### src/core/led_pkg.sv
`default_nettype none
package led_pkg;
  // Clock rate and derived timing.
  localparam int CLK_HZ = 50_000_000;
  localparam int SELFTEST_S = 15;
  localparam int SELFTEST_CYC = SELFTEST_S * CLK_HZ;
  localparam int PERIOD_MS = 1000;
  localparam int SLOTS = 16;
  localparam int SLOT_CYC = PERIOD_MS * (CLK_HZ / 1000) / SLOTS;
  // Register byte offsets.
  localparam logic [3:0] CTRL_OFS = 4'h0;
  localparam logic [3:0] STAT_OFS = 4'h4;
  // Control fields and reset value.
  localparam int CTRL_DUAL_BIT = 0;
  localparam int CTRL_NEW_BIT = 1;
  localparam logic [1:0] CTRL_RST = 2'h3;
  // Status fields.
  localparam int STAT_BOOT_BIT = 0;
  localparam int STAT_FAULT_BIT = 1;
  localparam int STAT_SLOT_LSB = 4;
  // Flash counts per period.
  localparam logic [2:0] BLINK_ONE = 3'h1;
  localparam logic [2:0] BLINK_TWO = 3'h2;
  localparam logic [2:0] BLINK_THREE = 3'h3;
  localparam logic [2:0] BLINK_FOUR = 3'h4;
endpackage
`default_nettype wire

### src/core/status_led_controller.sv
`timescale 1ns/1ps
`default_nettype none
// What this block does
// - After reset, run a roughly fifteen second self-test showing indicator patterns.
// - Dual supply: green both present, yellow one present, dark none.
// - Single supply: green while present, dark while too low.
// - Standby indicator green while standby enabled, dark otherwise.
// - Ring LED dark when off; green if port blocked, yellow if forwarding.
// - Misconfigured ring makes the ring LED flash green.
// - Failed memory operation flashes ring and standby LEDs alternately.
// - Load flashes ring and standby together twice per period; save once.
// - Fault LED red while signal contact open, dark while closed.
// - Newer mode: duplicate address flashes fault LED four times per period.
// - Legacy mode: relay LED yellow when closed manually, dark otherwise.
// - Newer mode: relay green open automatic, yellow open manual, dark closed.
// - Under manual control of relay one the fault LED follows the detected error.
// - Port LED flashes green once per period while port in standby.
// - Port LED flashes green three times per period while port disabled.
// - Port dark without link, green with link, yellow flash on traffic.
// - During boot the port LEDs show boot progress instead of link.
module status_led_controller #(
  parameter int NPORTS = 16,
  parameter int SELFTEST_CYC = led_pkg::SELFTEST_CYC,
  parameter int SLOT_CYC = led_pkg::SLOT_CYC
) (
  // Clock and reset
  input wire logic mclk_i,
  input wire logic rst_n_i,
  // Avalon-MM slave
  input wire logic [3:0] address_i,
  input wire logic read_i,
  input wire logic write_i,
  input wire logic [31:0] writedata_i,
  input wire logic [3:0] byteenable_i,
  output logic [31:0] readdata_o,
  output logic waitrequest_o,
  // Device status from the switch core
  input wire logic [1:0] supply_ok_i,
  input wire logic standby_en_i,
  input wire logic ring_mgr_en_i,
  input wire logic ring_port_blocked_i,
  input wire logic ring_misconfig_i,
  input wire logic cfg_error_i,
  input wire logic cfg_load_i,
  input wire logic cfg_save_i,
  input wire logic error_detect_i,
  input wire logic dup_ip_i,
  input wire logic [1:0] relay_open_i,
  input wire logic [1:0] relay_manual_i,
  // Port status from the switch core
  input wire logic [NPORTS-1:0] port_standby_i,
  input wire logic [NPORTS-1:0] port_disabled_i,
  input wire logic [NPORTS-1:0] port_link_i,
  input wire logic [NPORTS-1:0] port_activity_i,
  // Device LEDs
  output logic supply_led_g_o,
  output logic supply_led_y_o,
  output logic standby_indicator_o,
  output logic ring_manager_led_g_o,
  output logic ring_manager_led_y_o,
  output logic fault_led_o,
  output logic [1:0] relay_one_led_o,
  output logic [1:0] relay_two_led_o,
  // Port LEDs
  output logic [NPORTS-1:0] port_link_led_o,
  output logic [NPORTS-1:0] port_traffic_led_o
);

  logic [1:0] ctrl;
  logic [31:0] slot_cnt;
  logic [3:0] slot;
  logic slot_tick;
  logic [31:0] boot_cnt;
  logic boot;
  logic [7:0] chase;
  logic next_sup_g, next_sup_y, next_sby;
  logic next_rm_g, next_rm_y, next_fault;
  logic [1:0] next_r1, next_r2;
  logic fault_cond;
  logic req;
  logic [31:0] next_rd;

  // Lit in the first half of slot pairs 0..n-1, so n flashes per period.
  function automatic logic blink(input logic [2:0] n, input logic [3:0] s);
    blink = !s[0] && ({1'b0, s[3:1]} < {1'b0, n});
  endfunction

  // Relay LED code {yellow, green}.
  function automatic logic [1:0] relay_led(input logic newer,
                                           input logic open_c,
                                           input logic manual);
    if (newer)
      relay_led = open_c ? (manual ? 2'h2 : 2'h1) : 2'h0;
    else
      relay_led = (!open_c && manual) ? 2'h2 : 2'h0;
  endfunction

  // One divider feeds every pattern so that shared flashes stay in phase.
  always_ff @(posedge mclk_i)
  begin
    if (!rst_n_i)
    begin
      slot_cnt <= 32'h0;
      slot <= 4'h0;
    end
    else if (slot_tick)
    begin
      slot_cnt <= 32'h0;
      slot <= slot + 4'h1;
    end
    else
    begin
      slot_cnt <= slot_cnt + 32'h1;
    end
  end
  assign slot_tick = (slot_cnt == 32'(SLOT_CYC - 1));

  // Boot phase timer and the progress chase over the port LEDs.
  always_ff @(posedge mclk_i)
  begin
    if (!rst_n_i)
    begin
      boot_cnt <= 32'h0;
      boot <= 1'b1;
      chase <= 8'h0;
    end
    else if (boot)
    begin
      boot_cnt <= boot_cnt + 32'h1;
      boot <= (boot_cnt != 32'(SELFTEST_CYC - 1));
      if (slot_tick)
      begin
        chase <= (chase == 8'(NPORTS - 1)) ? 8'h0 : chase + 8'h1;
      end
    end
  end

  // Manual control of relay one decouples the fault LED from its contact.
  assign fault_cond = relay_manual_i[0] ? error_detect_i
                                        : relay_open_i[0];

  always_comb
  begin
    next_sup_g = 1'b0;
    next_sup_y = 1'b0;
    next_sby = 1'b0;
    next_rm_g = 1'b0;
    next_rm_y = 1'b0;
    next_fault = 1'b0;
    next_r1 = 2'h0;
    next_r2 = 2'h0;
    if (boot)
    begin
      // Lamp test: every device LED except the yellow ones toggles on the common timebase.
      next_sup_g = slot[2];
      next_sby = slot[2];
      next_rm_g = slot[2];
      next_fault = slot[2];
      next_r1 = {1'b0, slot[2]};
      next_r2 = {1'b0, slot[2]};
    end
    else
    begin
      if (ctrl[led_pkg::CTRL_DUAL_BIT])
      begin
        next_sup_g = &supply_ok_i;
        next_sup_y = ^supply_ok_i;
      end
      else
      begin
        next_sup_g = supply_ok_i[0];
      end
      if (cfg_error_i)
      begin
        next_rm_g = slot[3];
        next_sby = !slot[3];
      end
      else if (cfg_load_i)
      begin
        next_rm_g = blink(led_pkg::BLINK_TWO, slot);
        next_sby = next_rm_g;
      end
      else if (cfg_save_i)
      begin
        next_rm_g = blink(led_pkg::BLINK_ONE, slot);
        next_sby = next_rm_g;
      end
      else
      begin
        next_sby = standby_en_i;
        if (ring_misconfig_i)
        begin
          next_rm_g = slot[1];
        end
        else if (ring_mgr_en_i)
        begin
          next_rm_g = ring_port_blocked_i;
          next_rm_y = !ring_port_blocked_i;
        end
      end
      if (ctrl[led_pkg::CTRL_NEW_BIT] && dup_ip_i)
      begin
        next_fault = blink(led_pkg::BLINK_FOUR, slot);
      end
      else
      begin
        next_fault = fault_cond;
      end
      next_r1 = relay_led(ctrl[led_pkg::CTRL_NEW_BIT], relay_open_i[0],
                          relay_manual_i[0]);
      next_r2 = relay_led(ctrl[led_pkg::CTRL_NEW_BIT], relay_open_i[1],
                          relay_manual_i[1]);
    end
  end

  always_ff @(posedge mclk_i)
  begin
    if (!rst_n_i)
    begin
      supply_led_g_o <= 1'b0;
      supply_led_y_o <= 1'b0;
      standby_indicator_o <= 1'b0;
      ring_manager_led_g_o <= 1'b0;
      ring_manager_led_y_o <= 1'b0;
      fault_led_o <= 1'b0;
      relay_one_led_o <= 2'h0;
      relay_two_led_o <= 2'h0;
    end
    else
    begin
      supply_led_g_o <= next_sup_g;
      supply_led_y_o <= next_sup_y;
      standby_indicator_o <= next_sby;
      ring_manager_led_g_o <= next_rm_g;
      ring_manager_led_y_o <= next_rm_y;
      fault_led_o <= next_fault;
      relay_one_led_o <= next_r1;
      relay_two_led_o <= next_r2;
    end
  end

  // Port LEDs; with a bicolour LED the two outputs drive its two dies.
  for (genvar i = 0; i < NPORTS; i++)
  begin : g_port
    logic next_g;
    logic next_y;
    always_comb
    begin
      next_g = 1'b0;
      next_y = 1'b0;
      if (boot)
      begin
        next_g = (chase == 8'(i));
      end
      else if (port_disabled_i[i])
      begin
        next_g = blink(led_pkg::BLINK_THREE, slot);
      end
      else if (port_standby_i[i])
      begin
        next_g = blink(led_pkg::BLINK_ONE, slot);
      end
      else if (port_link_i[i])
      begin
        // Traffic blanks green so a bicolour LED shows pure yellow.
        next_y = port_activity_i[i] && slot[0];
        next_g = !next_y;
      end
    end
    always_ff @(posedge mclk_i)
    begin
      // Reset gates the next value, so every port LED comes up dark.
      port_link_led_o[i] <= rst_n_i && next_g;
      port_traffic_led_o[i] <= rst_n_i && next_y;
    end
  end

  // Avalon slave: every access waits exactly one cycle.
  assign req = read_i || write_i;

  always_comb
  begin
    next_rd = 32'h0;
    case (address_i)
      led_pkg::CTRL_OFS: next_rd = {30'h0, ctrl};
      led_pkg::STAT_OFS:
      begin
        next_rd[led_pkg::STAT_BOOT_BIT] = boot;
        next_rd[led_pkg::STAT_FAULT_BIT] = fault_led_o;
        next_rd[led_pkg::STAT_SLOT_LSB +: 4] = slot;
      end
      default: next_rd = 32'h0;
    endcase
  end

  always_ff @(posedge mclk_i)
  begin
    if (!rst_n_i)
    begin
      waitrequest_o <= 1'b1;
      readdata_o <= 32'h0;
    end
    else
    begin
      waitrequest_o <= !(req && waitrequest_o);
      if (read_i && waitrequest_o)
      begin
        readdata_o <= next_rd;
      end
    end
  end

  always_ff @(posedge mclk_i)
  begin
    if (!rst_n_i)
    begin
      ctrl <= led_pkg::CTRL_RST;
    end
    else if (write_i && !waitrequest_o && address_i == led_pkg::CTRL_OFS
             && byteenable_i[0])
    begin
      ctrl <= writedata_i[1:0];
    end
  end
endmodule // status_led_controller
`default_nettype wire

### config.mk
export PLATFORM = sky130hd
export DESIGN_NAME = status_led_controller
export DESIGN_NICKNAME = d
export VERILOG_FILES = /design/src/core/led_pkg.sv /design/src/core/status_led_controller.sv
export SDC_FILE = /design/constraint.sdc
export NUM_CORES = 1
export LEC_CHECK = 0
export ABC_AREA = 1
export ABC_CLOCK_PERIOD_IN_PS = 1500
export BUFFER_PORTS_ARGS = -buffer_cell sky130_fd_sc_hd__buf_2
export CAP_MARGIN = 15
export CORE_MARGIN = 2
export CORE_UTILIZATION = 48
export DETAILED_ROUTE_END_ITERATION = 8
export PLACE_DENSITY_LB_ADDON = 0.1
export RECOVER_POWER = 50
export SLEW_MARGIN = 0
export SYNTH_ARGS = -nofsm -noshare
export SYNTH_HDL_FRONTEND = slang
export SYNTH_SLANG_ARGS = --single-unit
### constraint.sdc
create_clock -name mclk_i -period 1.5 [get_ports mclk_i]
set_input_delay 0.375 -clock mclk_i [delete_from_list [all_inputs] [get_ports mclk_i]]
set_output_delay 0.375 -clock mclk_i [all_outputs]
set_load 0.05 [all_outputs]
# After elaboration in Yosys (flattened, before gate mapping)
# Cells that the tools add are included.
classes:
  add_sub_neg: 4
  multipliers: 0
  div: 0
  order_cmp: 4
  eq_ne: 18
  shift: 0
  muxes: 157
  n_bitwise: 3
  n_reduce_logical: 93
ops:
  columns: ["cell", "n"]
  rows:
  - ["two-way mux 1 bit", 146]
  - ["adder 32 x 1 -> 32 bit, second input constant", 2]
  - ["equality test 8 x 4 -> 1 bit, second input constant", 8]
  - ["logical AND 1 bit", 60]
  - ["equality test 32 x 22 -> 1 bit, second input constant", 1]
  - ["equality test 8 x 3 -> 1 bit, second input constant", 4]
  - ["!= test 32 x 30 -> 1 bit, second input constant", 1]
  - ["zero test 1 bit", 23]
  - ["equality test 8 x 2 -> 1 bit, second input constant", 2]
  - ["two-way mux 2 bit", 8]
  - ["adder 8 x 1 -> 8 bit, second input constant", 1]
  - ["equality test 8 x 1 -> 1 bit, second input constant", 1]
  - ["zero test 8 bit", 1]
  - ["two-way mux 8 bit", 1]
  - ["OR reduction 7 bit", 1]
  - ["< comparator 3 x 2 -> 1 bit, second input constant", 2]
  - ["adder 4 x 1 -> 4 bit, second input constant", 1]
  - ["equality test 4 x 3 -> 1 bit, second input constant", 1]
  - ["zero test 4 bit", 1]
  - ["two-way mux 4 bit", 1]
  - ["one-hot mux 2 bit (2 select lines)", 1]
  - ["AND reduction 2 bit", 2]
  - ["OR reduction 2 bit", 2]
  - ["< comparator 3 x 1 -> 1 bit, second input constant", 1]
  - ["5 further kinds", 7]
word_totals:
  reg_bits: 128
  latch_bits: 0
  ramBits: 0
  romBits: 0
  inputBits: 123
  output_inout_bits: 75
  word_cells: 329
  mem_count: 0

# Longest topological paths before layout
# Gate-level depths: netlist (run 1).
depth:
  depth_word: 7
  ltp_mapped: 11
  depth_no_buf: 10

# Least setup slack after synthesis (run 1)
# OpenSTA, ideal clock, no wires.
synth_path:
  path_type: "register to register"
  startpoint: "register slot_cnt[0]"
  endpoint: "register slot_cnt[24]"
  setup_ps: 122
  arrival_ps: 1419
  required_time_ps: 1378
  slack_ps: -41
  stages_incl_launch_ff: 11
  n_path_buf: 2
  period_less_slack_ps: 1541
  path_cell_list: "dfxtp_1 > ha_1 > nand3_1 > nor2_1 > nand2_2 > nor2_8 > inv_2 > nand2_2 > buf_6 > buf_12 > a21oi_2"
synth_via:
  elab_chain_len: 2
  elab_cells_between_ends: 3
  classes_between: "1 x add/sub; 1 x eq/ne; 1 x reduce/logical"
synth_lines:
  columns: ["element", "line_no", "text"]
  rows:
  - ["start, declared", "status_led_controller.sv:70", "logic [31:0] slot_cnt;"]
  - ["start signal, assigned", "status_led_controller.sv:113", "slot_cnt <= slot_cnt + 32'h1;"]
  - ["branches (longest 2 deep; another with adder 32 x 1 -> 32 bit)", null, null]
# Parallel ways; which one is timed is not known.
# A chain may end at the register's enable or synchronous reset.

# Final worst setup path (run 1)
layout_path:
  startpoint: "register slot_cnt[2]"
  endpoint: "register slot_cnt[7]"
# Same word-level chain as after synthesis.

==> results of run 1 <==
report_power, final:
group	switching (mW)	internal [mW]
logic	0.428	0.222
registers	0.0261	3.43
clock network	1.52	2.61
total	1.98	6.26
metrics by stage:
step | area (sq um) | utilization, % | std cells | setup WS [ps]
detailed placement | 8269 | 58.89 | 1417 | -102.8
CTS | 8892 | 63.33 | 1449 | 7.397
global route | 9351 | 66.60 | 1457 | -93.80
finish | 9351 | 66.60 | 1457 | 3.358
global placement | 8269 | 58.89 | 1417 | -70.46
floorplan | 7053 | - | 1073 | 6.067
synth_stat cells, types with 10 or more instances:
master / instances / area share, %
sky130_fd_sc_hd__a21oi_1: 75 / 5.4
sky130_fd_sc_hd__a21oi_2: 10 / 1.3
sky130_fd_sc_hd__buf_4: 26 / 2.8
sky130_fd_sc_hd__clkbuf_1: 13 / 0.70
sky130_fd_sc_hd__dfxtp_1: 128 / 37
sky130_fd_sc_hd__inv_1: 110 / 5.9
sky130_fd_sc_hd__inv_2: 14 / 0.76
sky130_fd_sc_hd__nand2_1: 233 / 13
sky130_fd_sc_hd__nand3_1: 73 / 5.3
sky130_fd_sc_hd__nand4_1: 19 / 1.7
sky130_fd_sc_hd__nor2_1: 149 / 8.0
sky130_fd_sc_hd__nor3_1: 36 / 2.6
sky130_fd_sc_hd__o21ai_0: 61 / 4.4
sky130_fd_sc_hd__xor2_1: 15 / 1.9
worst max-delay path: cells and delay by family (launching register included):
| family | cells | cell delay [ps] |
|---|---|---|
| flip-flops | 1 | 340 |
| AND/OR/NAND/NOR | 7 | 640 |
| buffers and inverters | 4 | 400 |
kinds of logic after synthesis:
| kind of cell | count (synthesis) |
|---|---|
| AND/OR/NAND/NOR | 553 |
| buffers and inverters | 174 |
| AO/OA/AOI/OAI | 162 |
| flip-flops | 128 |
| XOR/XNOR | 22 |
| adder cells (fa/ha/maj) | 8 |
| other | 1 |
worst min path at each step:
stage                     cells after the start  slack [ps]           startpoint               endpoint
after floorplan                               2         420              ctrl[0]         supply_led_y_o
after global placement                        1         430        waitrequest_o          waitrequest_o
after detailed placement                      1         430        waitrequest_o          waitrequest_o
after CTS                                     2         120   port_disabled_i[6]  port_traffic_led_o[6]
after global routing                          2         130  ring_port_blocked_i   ring_manager_led_y_o
final                                         2         140  ring_port_blocked_i   ring_manager_led_y_o
repair_timing:
item	CTS	global route
endpoints found under the setup margin	44	61
cloned	0	3
setup buffers	0	5
pin swaps	0	29
resized for setup	10	117
layer usage:
metal	vias to the layer above	part of all wire, %	global-route usage, %
li1	3783	-	-
met1	3289	43	29.09
met2	216	50	43.07
met3	29	5.5	4.467
met4	0	1.8	8.526
met5	-	0	0
area by class of cell:
cell class	instances	area share, %
clock inverter	10	1.164
multi-input combinational	771	43.22
tap	180	2.408
clock buffer	22	5.178
sequential	128	27.86
inverter	125	5.044
timing repair buffer	221	15.13
sequential cells by signal (all words and copies together) (netlist names), 2 cells and up:
| register | count |
|---|---|
| slot_cnt | 32 |
| port_traffic_led_o | 16 |
| port_link_led_o | 16 |
| chase | 8 |
| ctrl | 2 |
| readdata_o | 6 |
| boot_cnt | 32 |
| slot | 4 |
| relay_two_led_o | 2 |
| relay_one_led_o | 2 |
==> key figures, run 1 <==
Synth
  • Avg Inst Size Synth: 6.638 sq um
  • Netlist cell types: 42
  • Dominant register cell in the synthesized netlist: sky130_fd_sc_hd__dfxtp_1
  • Yosys warns: 0
  • Multiplexer area fraction after synthesis: 0%
  • Number of cells produced by synthesis: 1048
  • Synth Area in Adders: 1.439%
  • Dominant combinational cell family by area after synthesis: simple AND/OR/NAND/NOR gates
  • Portion of the post-synthesis area used by sequential elements: 36.83%
  • Fraction of registers with async set/reset: 0%
  • Post-synth EDFFs: 0
  • Post-synthesis cell area: 0.006957 sq mm
  • Fraction of the mapped netlist area in compound gates: 12.61%
  • Flop and latch count out of synthesis: 128
  • Post-synthesis share of cell area spent on and, or, nand and nor gates: 35.02%
  • Post-synthesis xor/xnor area fraction: under 10%

Floorplan
  • Width of the die: ~120 um
  • Die Area: 0.01547 sq mm
  • Row cnt: 43
  • I/O pin cnt: approximately 200
  • Area inside the core boundary: 0.01404 sq mm
  • Die height: 124.4 um
  • Starting density of the core: 49.54%

Setup path
  • CP Cell Sequence: buf_6 > nand2_2 > clkinv_1 > nand2_1 > nor2_2 > nand2_4 > nor2_8 > inv_4 > nand2_8 > clkbuf_16 > nor2_2
  • Crit Path Max Fanout: 6
  • Destination of the critical timing path: slot_cnt[7]
  • CP dominant cell by count: sky130_fd_sc_hd__nor2_2
  • Required time of the critical path: about 1800 ps
  • Worst EP arrival: 1810 ps
  • Classification of the worst setup path: reg2reg
  • Beginning of the critical path: slot_cnt[2]
  • Cell type of the slowest stage on the worst timing path: sky130_fd_sc_hd__dfxtp_2
  • Source of the worst register-to-register timing path: slot_cnt[2]
  • Number of cells on the worst reg-to-reg path: 11
  • Stage delay of the slowest cell on the critical path: 340 ps
  • R2R Path End: slot_cnt[7]
  • Flop2flop setup slack: around 3.4 ps
  • CP endpoint kind: flip-flop
  • Sort of element at the start of the critical path: flip-flop

STA
  • Worst max-slew margin expressed relative to the limit: 59.15%
  • Number of failing hold endpoints at the final stage: 0
  • Worst hold slack after final layout: 135.2 ps
  • Post-route fraction of the period consumed by the critical path: 99.78%
  • # setup viols final: 0
  • Setup repair after global routing missed its margin: true
  • Highest clock rate: 0.6682 GHz
  • Worst Tran Pin Value: approximately 610 ps
  • Post-Route Setup TNS: 0 ps
  • Clk_skew: between 10 and 15 ps
  • Final number of max-transition violations: 0
  • Fin crit period: 1497 ps

Power
  • PwrDens: roughly 900 mW/mm^2
  • Cell leakage power: 4.006 nW
  • Overall Power: 8.235 mW
  • IR Drop Worst-Case VDD: 671.1 uV

Clock network
  • Clock sink count: 128
  • Clock latency of the later-clocked register in the worst-skew pair: 420 ps
  • TritonCTS clock tree: done
  • Clock slew at reported path FFs: approximately 60 ps
  • Hold bufs inserted after CTS: 0
  • Maximum buffer depth of the clock tree: 2
  • Buffer type at the clock tree root: sky130_fd_sc_hd__clkbuf_16
  • Count of H-tree levels built during CTS: 4
  • CTS buffer count: 17

Cells and area
  • Growth of design area from synthesis to finish: 34.42%
  • Sequential cell area: about 0.0026 sq mm
  • # fillers: between 1000 and 1500
  • Most frequent cells in the layout: 224 x sky130_fd_sc_hd__nand2_1, 138 x sky130_fd_sc_hd__buf_2, 122 x sky130_fd_sc_hd__nor2_1
  • Share of post-route cells with drive strength above 1: between 30% and 40%
  • Antenna diodes: 0
  • Number of nets at the end of the flow: approximately 1400
  • Total area of multi-input combinational cells: 0.004041 sq mm
  • Leading cell type in the layout, fill and taps excluded: sky130_fd_sc_hd__nand2_1

Route
  • Post-detailed-route via-to-cell ratio: 5.022
  • Number of remaining DRC errors: 0
  • Routed wirelength normalized by instance count: 13.17 um
  • First-pass iteration count of the detailed router: 5
  • WL final: 19.19 mm
  • Detail Route Antenna Nets: 0
  • Total number of vias: 7317
  • Detailed Route Iter0 Violations: between 300 and 400

GRT
  • Antenna violations before repair: 0
  • GR Util All Layers: approximately a quarter
  • Pin count of the biggest net entering global routing: 32
  • GRT overflow: 0
  • Number of global-route vias before repair: between 6000 and 7000
  • Global-route wire length before repair: just over 30 mm

Placed design
  • Placer's final routability congestion estimate: 0.8873
  • Detailed Place HPWL: 14.27 mm
  • Buffers added on ports: between 100 and 150

Outcome
  • Run status: complete, no violations

Flow run
  • Maximum Capacitance Violations: 0

Worst hold path
  • Min-delay worst type: in2reg
(Power assumes the default switching activity.)
==> run 2: changes to the inputs <==
--- a/config.mk
+++ b/config.mk
@@ -6,12 +6,13 @@
 export NUM_CORES = 1
 export LEC_CHECK = 0
 export ABC_AREA = 1
-export ABC_CLOCK_PERIOD_IN_PS = 1500
+export ABC_CLOCK_PERIOD_IN_PS = 1570
 export BUFFER_PORTS_ARGS = -buffer_cell sky130_fd_sc_hd__buf_2
 export CAP_MARGIN = 15
 export CORE_MARGIN = 2
-export CORE_UTILIZATION = 48
+export CORE_UTILIZATION = 49
 export DETAILED_ROUTE_END_ITERATION = 8
+export HOLD_SLACK_MARGIN = 0.03
 export PLACE_DENSITY_LB_ADDON = 0.1
 export RECOVER_POWER = 50
 export SLEW_MARGIN = 0
==> constraint.sdc (replaced) <==
create_clock -name mclk_i -period 1.57 [get_ports mclk_i]
set_input_delay 0.3925 -clock mclk_i [delete_from_list [all_inputs] [get_ports mclk_i]]
set_output_delay 0.3925 -clock mclk_i [all_outputs]
set_load 0.05 [all_outputs]
==> run 2 against run 1 <==
Compared with the run above: routed wire length down 1.1%; cell area shrank 3.4%; critical path depth shrank 1; clock power up 17%; largest power group unchanged; global-route usage rose by 0.55 points; setup slack better by 88 ps; non-clock buffer count fell by 25.
==> key figures, run 2 (synthesized netlist as in run 1, its figures left out) <==
Clock network
  • Hold bufs inserted after CTS: 0 (unchanged)
  • Buffer type at the clock tree root: sky130_fd_sc_hd__clkbuf_16 (unchanged)
  • CTS buffer count: 17 (unchanged)
  • Clock sink count: 128 (unchanged)
  • Maximum buffer depth of the clock tree: 2 (unchanged)
  • Count of H-tree levels built during CTS: 4 (unchanged)
  • Clock latency of the later-clocked register in the worst-skew pair: 420 ps (about the same)
  • Clock slew at reported path FFs: 50 ps (was 60 ps)
  • TritonCTS clock tree: done (unchanged)

Floorplan
  • Width of the die: 123.2 um (was 124.4 um)
  • Die Area: 0.01517 sq mm (was 0.01547 sq mm)
  • Die height: 123.2 um (was 124.4 um)
  • I/O pin cnt: 198 (unchanged)
  • Row cnt: 43 (unchanged)
  • Area inside the core boundary: 0.01388 sq mm (was 0.01404 sq mm)
  • Starting density of the core: 50.12% (was 49.54%)

STA
  • Number of failing hold endpoints at the final stage: 0 (unchanged)
  • Post-route fraction of the period consumed by the critical path: 94.20% (was 99.78%)
  • # setup viols final: 0 (unchanged)
  • Fin crit period: 1479 ps (was 1497 ps)
  • Post-Route Setup TNS: 0 ps (unchanged)
  • Post-route worst setup slack: 91.10 ps (was 3.358 ps)
  • Setup repair after global routing missed its margin: true (unchanged)
  • Final number of max-transition violations: 0 (unchanged)
  • Clk_skew: 7.273 ps (was 10.14 ps)
  • Highest clock rate: 0.6762 GHz (was 0.6682 GHz)

Route
  • Post-detailed-route via-to-cell ratio: 4.986 (was 5.022)
  • Detailed Route Iter0 Violations: 414 (was 323)
  • Total number of vias: 7140 (was 7317)
  • Number of remaining DRC errors: 0 (unchanged)
  • First-pass iteration count of the detailed router: 5 (unchanged)
  • Detail Route Antenna Nets: 0 (unchanged)
  • WL final: 18.99 mm (was 19.19 mm)
  • Routed wirelength normalized by instance count: 13.26 um (was 13.17 um)

GRT
  • Global-route wire length before repair: 29.39 mm (was 30.95 mm)
  • GRT overflow: 0 (unchanged)
  • Number of global-route vias before repair: 6418 (was 6697)
  • Pin count of the biggest net entering global routing: 35 (was 32)
  • GR Util All Layers: 24.74% (was 24.19%)
  • Antenna violations before repair: 0 (unchanged)

Setup path
  • Count of buffer and inverter cells on the critical path: 0 (was 4)
  • Stage delay of the slowest cell on the critical path: 330 ps (was 340 ps)
  • CP Cell Sequence: ha_1 > nand3_2 > nor2_4 > nand2_4 > nor2_4 > nand2_2 > nor2_2 > nand2_1 > nor2_1 > nor2_1 (was buf_6 > nand2_2 > clkinv_1 > nand2_1 > nor2_2 > nand2_4 > nor2_8 > inv_4 > nand2_8 > clkbuf_16 > nor2_2)
  • Cell type of the slowest stage on the worst timing path: sky130_fd_sc_hd__dfxtp_2 (unchanged)
  • Required time of the critical path: 1880 ps (was 1810 ps)
  • Crit Path Max Fanout: 4 (was 6)
  • Classification of the worst setup path: reg2reg (unchanged)
  • CP endpoint kind: flip-flop (unchanged)
  • Sort of element at the start of the critical path: flip-flop (unchanged)
  • Category of cells accounting for the largest share of critical-path delay: simple AND/OR/NAND/NOR gates (unchanged)
  • Worst EP arrival: 1790 ps (was 1810 ps)

Placed design
  • Total placed cells including tap cells: 1395 (was 1417)
  • Buffers added on ports: 138 (unchanged)
  • Placer's final routability congestion estimate: 0.9128 (was 0.8873)
  • Pre-CTS setup slack: -14.69 ps (was -102.8 ps)
  • Detailed Place HPWL: 14.23 mm (was 14.27 mm)

Power
  • Cell leakage power: 3.888 nW (was 4.006 nW)
  • IR Drop Worst-Case VDD: 726.9 uV (was 671.1 uV)
  • PwrDens: 964.9 mW/mm^2 (was 880.6 mW/mm^2)

Cells and area
  • Non-filler instance count after layout: 1432 (was 1457)
  • # fillers: 1304 (was 1254)
  • Registers with the most flip-flops: boot_cnt (32), slot_cnt (32) (unchanged)
  • Share of post-route cells with drive strength above 1: 25.32% (was 30.54%)
  • Most frequent cells in the layout: 229 x sky130_fd_sc_hd__nand2_1, 138 x sky130_fd_sc_hd__buf_2, 134 x sky130_fd_sc_hd__nor2_1 (was 224 x sky130_fd_sc_hd__nand2_1, 138 x sky130_fd_sc_hd__buf_2, 122 x sky130_fd_sc_hd__nor2_1)
  • Util after Layout: 65.05% (was 66.60%)
  • Sequential cell area: 0.002581 sq mm (was 0.002605 sq mm)
  • Antenna diodes: 0 (unchanged)
  • Number of nets at the end of the flow: 1370 (was 1395)
  • Total area of multi-input combinational cells: 0.003841 sq mm (was 0.004041 sq mm)
  • Leading cell type in the layout, fill and taps excluded: sky130_fd_sc_hd__nand2_1 (unchanged)
  • Growth of design area from synthesis to finish: 29.80% (was 34.42%)

Outcome
  • Run status: complete, no violations (unchanged)

Flow run
  • Maximum Capacitance Violations: 0 (unchanged)

Worst hold path
  • Min-delay worst type: in2reg (unchanged)
[run 2: changes by cell type in the layout (fill, tap and decap cells not counted), sizes merged]
cell      delta
buf         -25
bufinv       +5
clkinv       -5
clkbuf       +1
clkinvlp     -1
[run 2: where the power goes]
part	internal [mW]	switching, mW
sequential	3.28	0.0204
combinational	0.190	0.395
clock	3.39	1.44
total	6.86	1.85
[run 2: worst register-to-register path: stages (launching register included)]
cell and delay, ps:
sky130_fd_sc_hd__dfxtp_2 330, sky130_fd_sc_hd__ha_1 190, sky130_fd_sc_hd__nand3_2 120, sky130_fd_sc_hd__nor2_4 150, sky130_fd_sc_hd__nand2_4 80, sky130_fd_sc_hd__nor2_4 100
sky130_fd_sc_hd__nand2_2 100, sky130_fd_sc_hd__nor2_2 110, sky130_fd_sc_hd__nand2_1 50, sky130_fd_sc_hd__nor2_1 90, sky130_fd_sc_hd__nor2_1 40
[run 2: final timing paths]
| path | from | endpoint | slack (ps) | cells after the start |
|---|---|---|---|---|
| setup / recovery | boot_cnt[0] | boot_cnt[26] | 90 | 10 |
| hold / removal | ring_port_blocked_i | ring_manager_led_y_o | 150 | 2 |
| setup reg to reg | boot_cnt[0] | boot_cnt[26] | 90 | 10 |
| hold reg to reg | waitrequest_o | waitrequest_o | 450 | 1 |
[run 2: metrics by stage]
step                power (mW)  hold slack (ps)  cell area [sq um]
global route             8.972            139.8               9030
floorplan                3.774            425.0               7051
detailed placement       3.929            428.6               8102
global placement         3.926            422.0               8102
finish                   8.713            152.3               9030
CTS                      8.760            136.3               8835
[run 2: area by class of cell]
cell class	instances	share of cell area [%]
Multi-Input combinational cell	771	42.54
Clock buffer	23	5.626
Tap cell	180	2.494
Clock inverter	9	2.466
Inverter	125	5.196
Sequential cell	128	28.59
Timing Repair Buffer	196	13.09
[run 2: layer usage]
| metal | vias to the layer above | track usage (%) | wire length (um) |
|---|---|---|---|
| li1 | 3732 | - | - |
| met4 | 0 | 9.588 | 395 |
| met3 | 30 | 4.705 | 1076 |
| met5 | - | 0 | 0 |
| met2 | 205 | 43.82 | 9477 |
| met1 | 3173 | 29.46 | 8039 |
[run 2: timing repair]
| action | CTS | global route |
|---|---|---|
| cloned | 0 | 1 |
| buffers inserted | 0 | 4 |
| hold endpoints to repair | 0 | 0 |
| pin swaps | 0 | 10 |
| gates resized for setup | 1 | 52 |
| endpoints found under the setup margin | 24 | 48 |
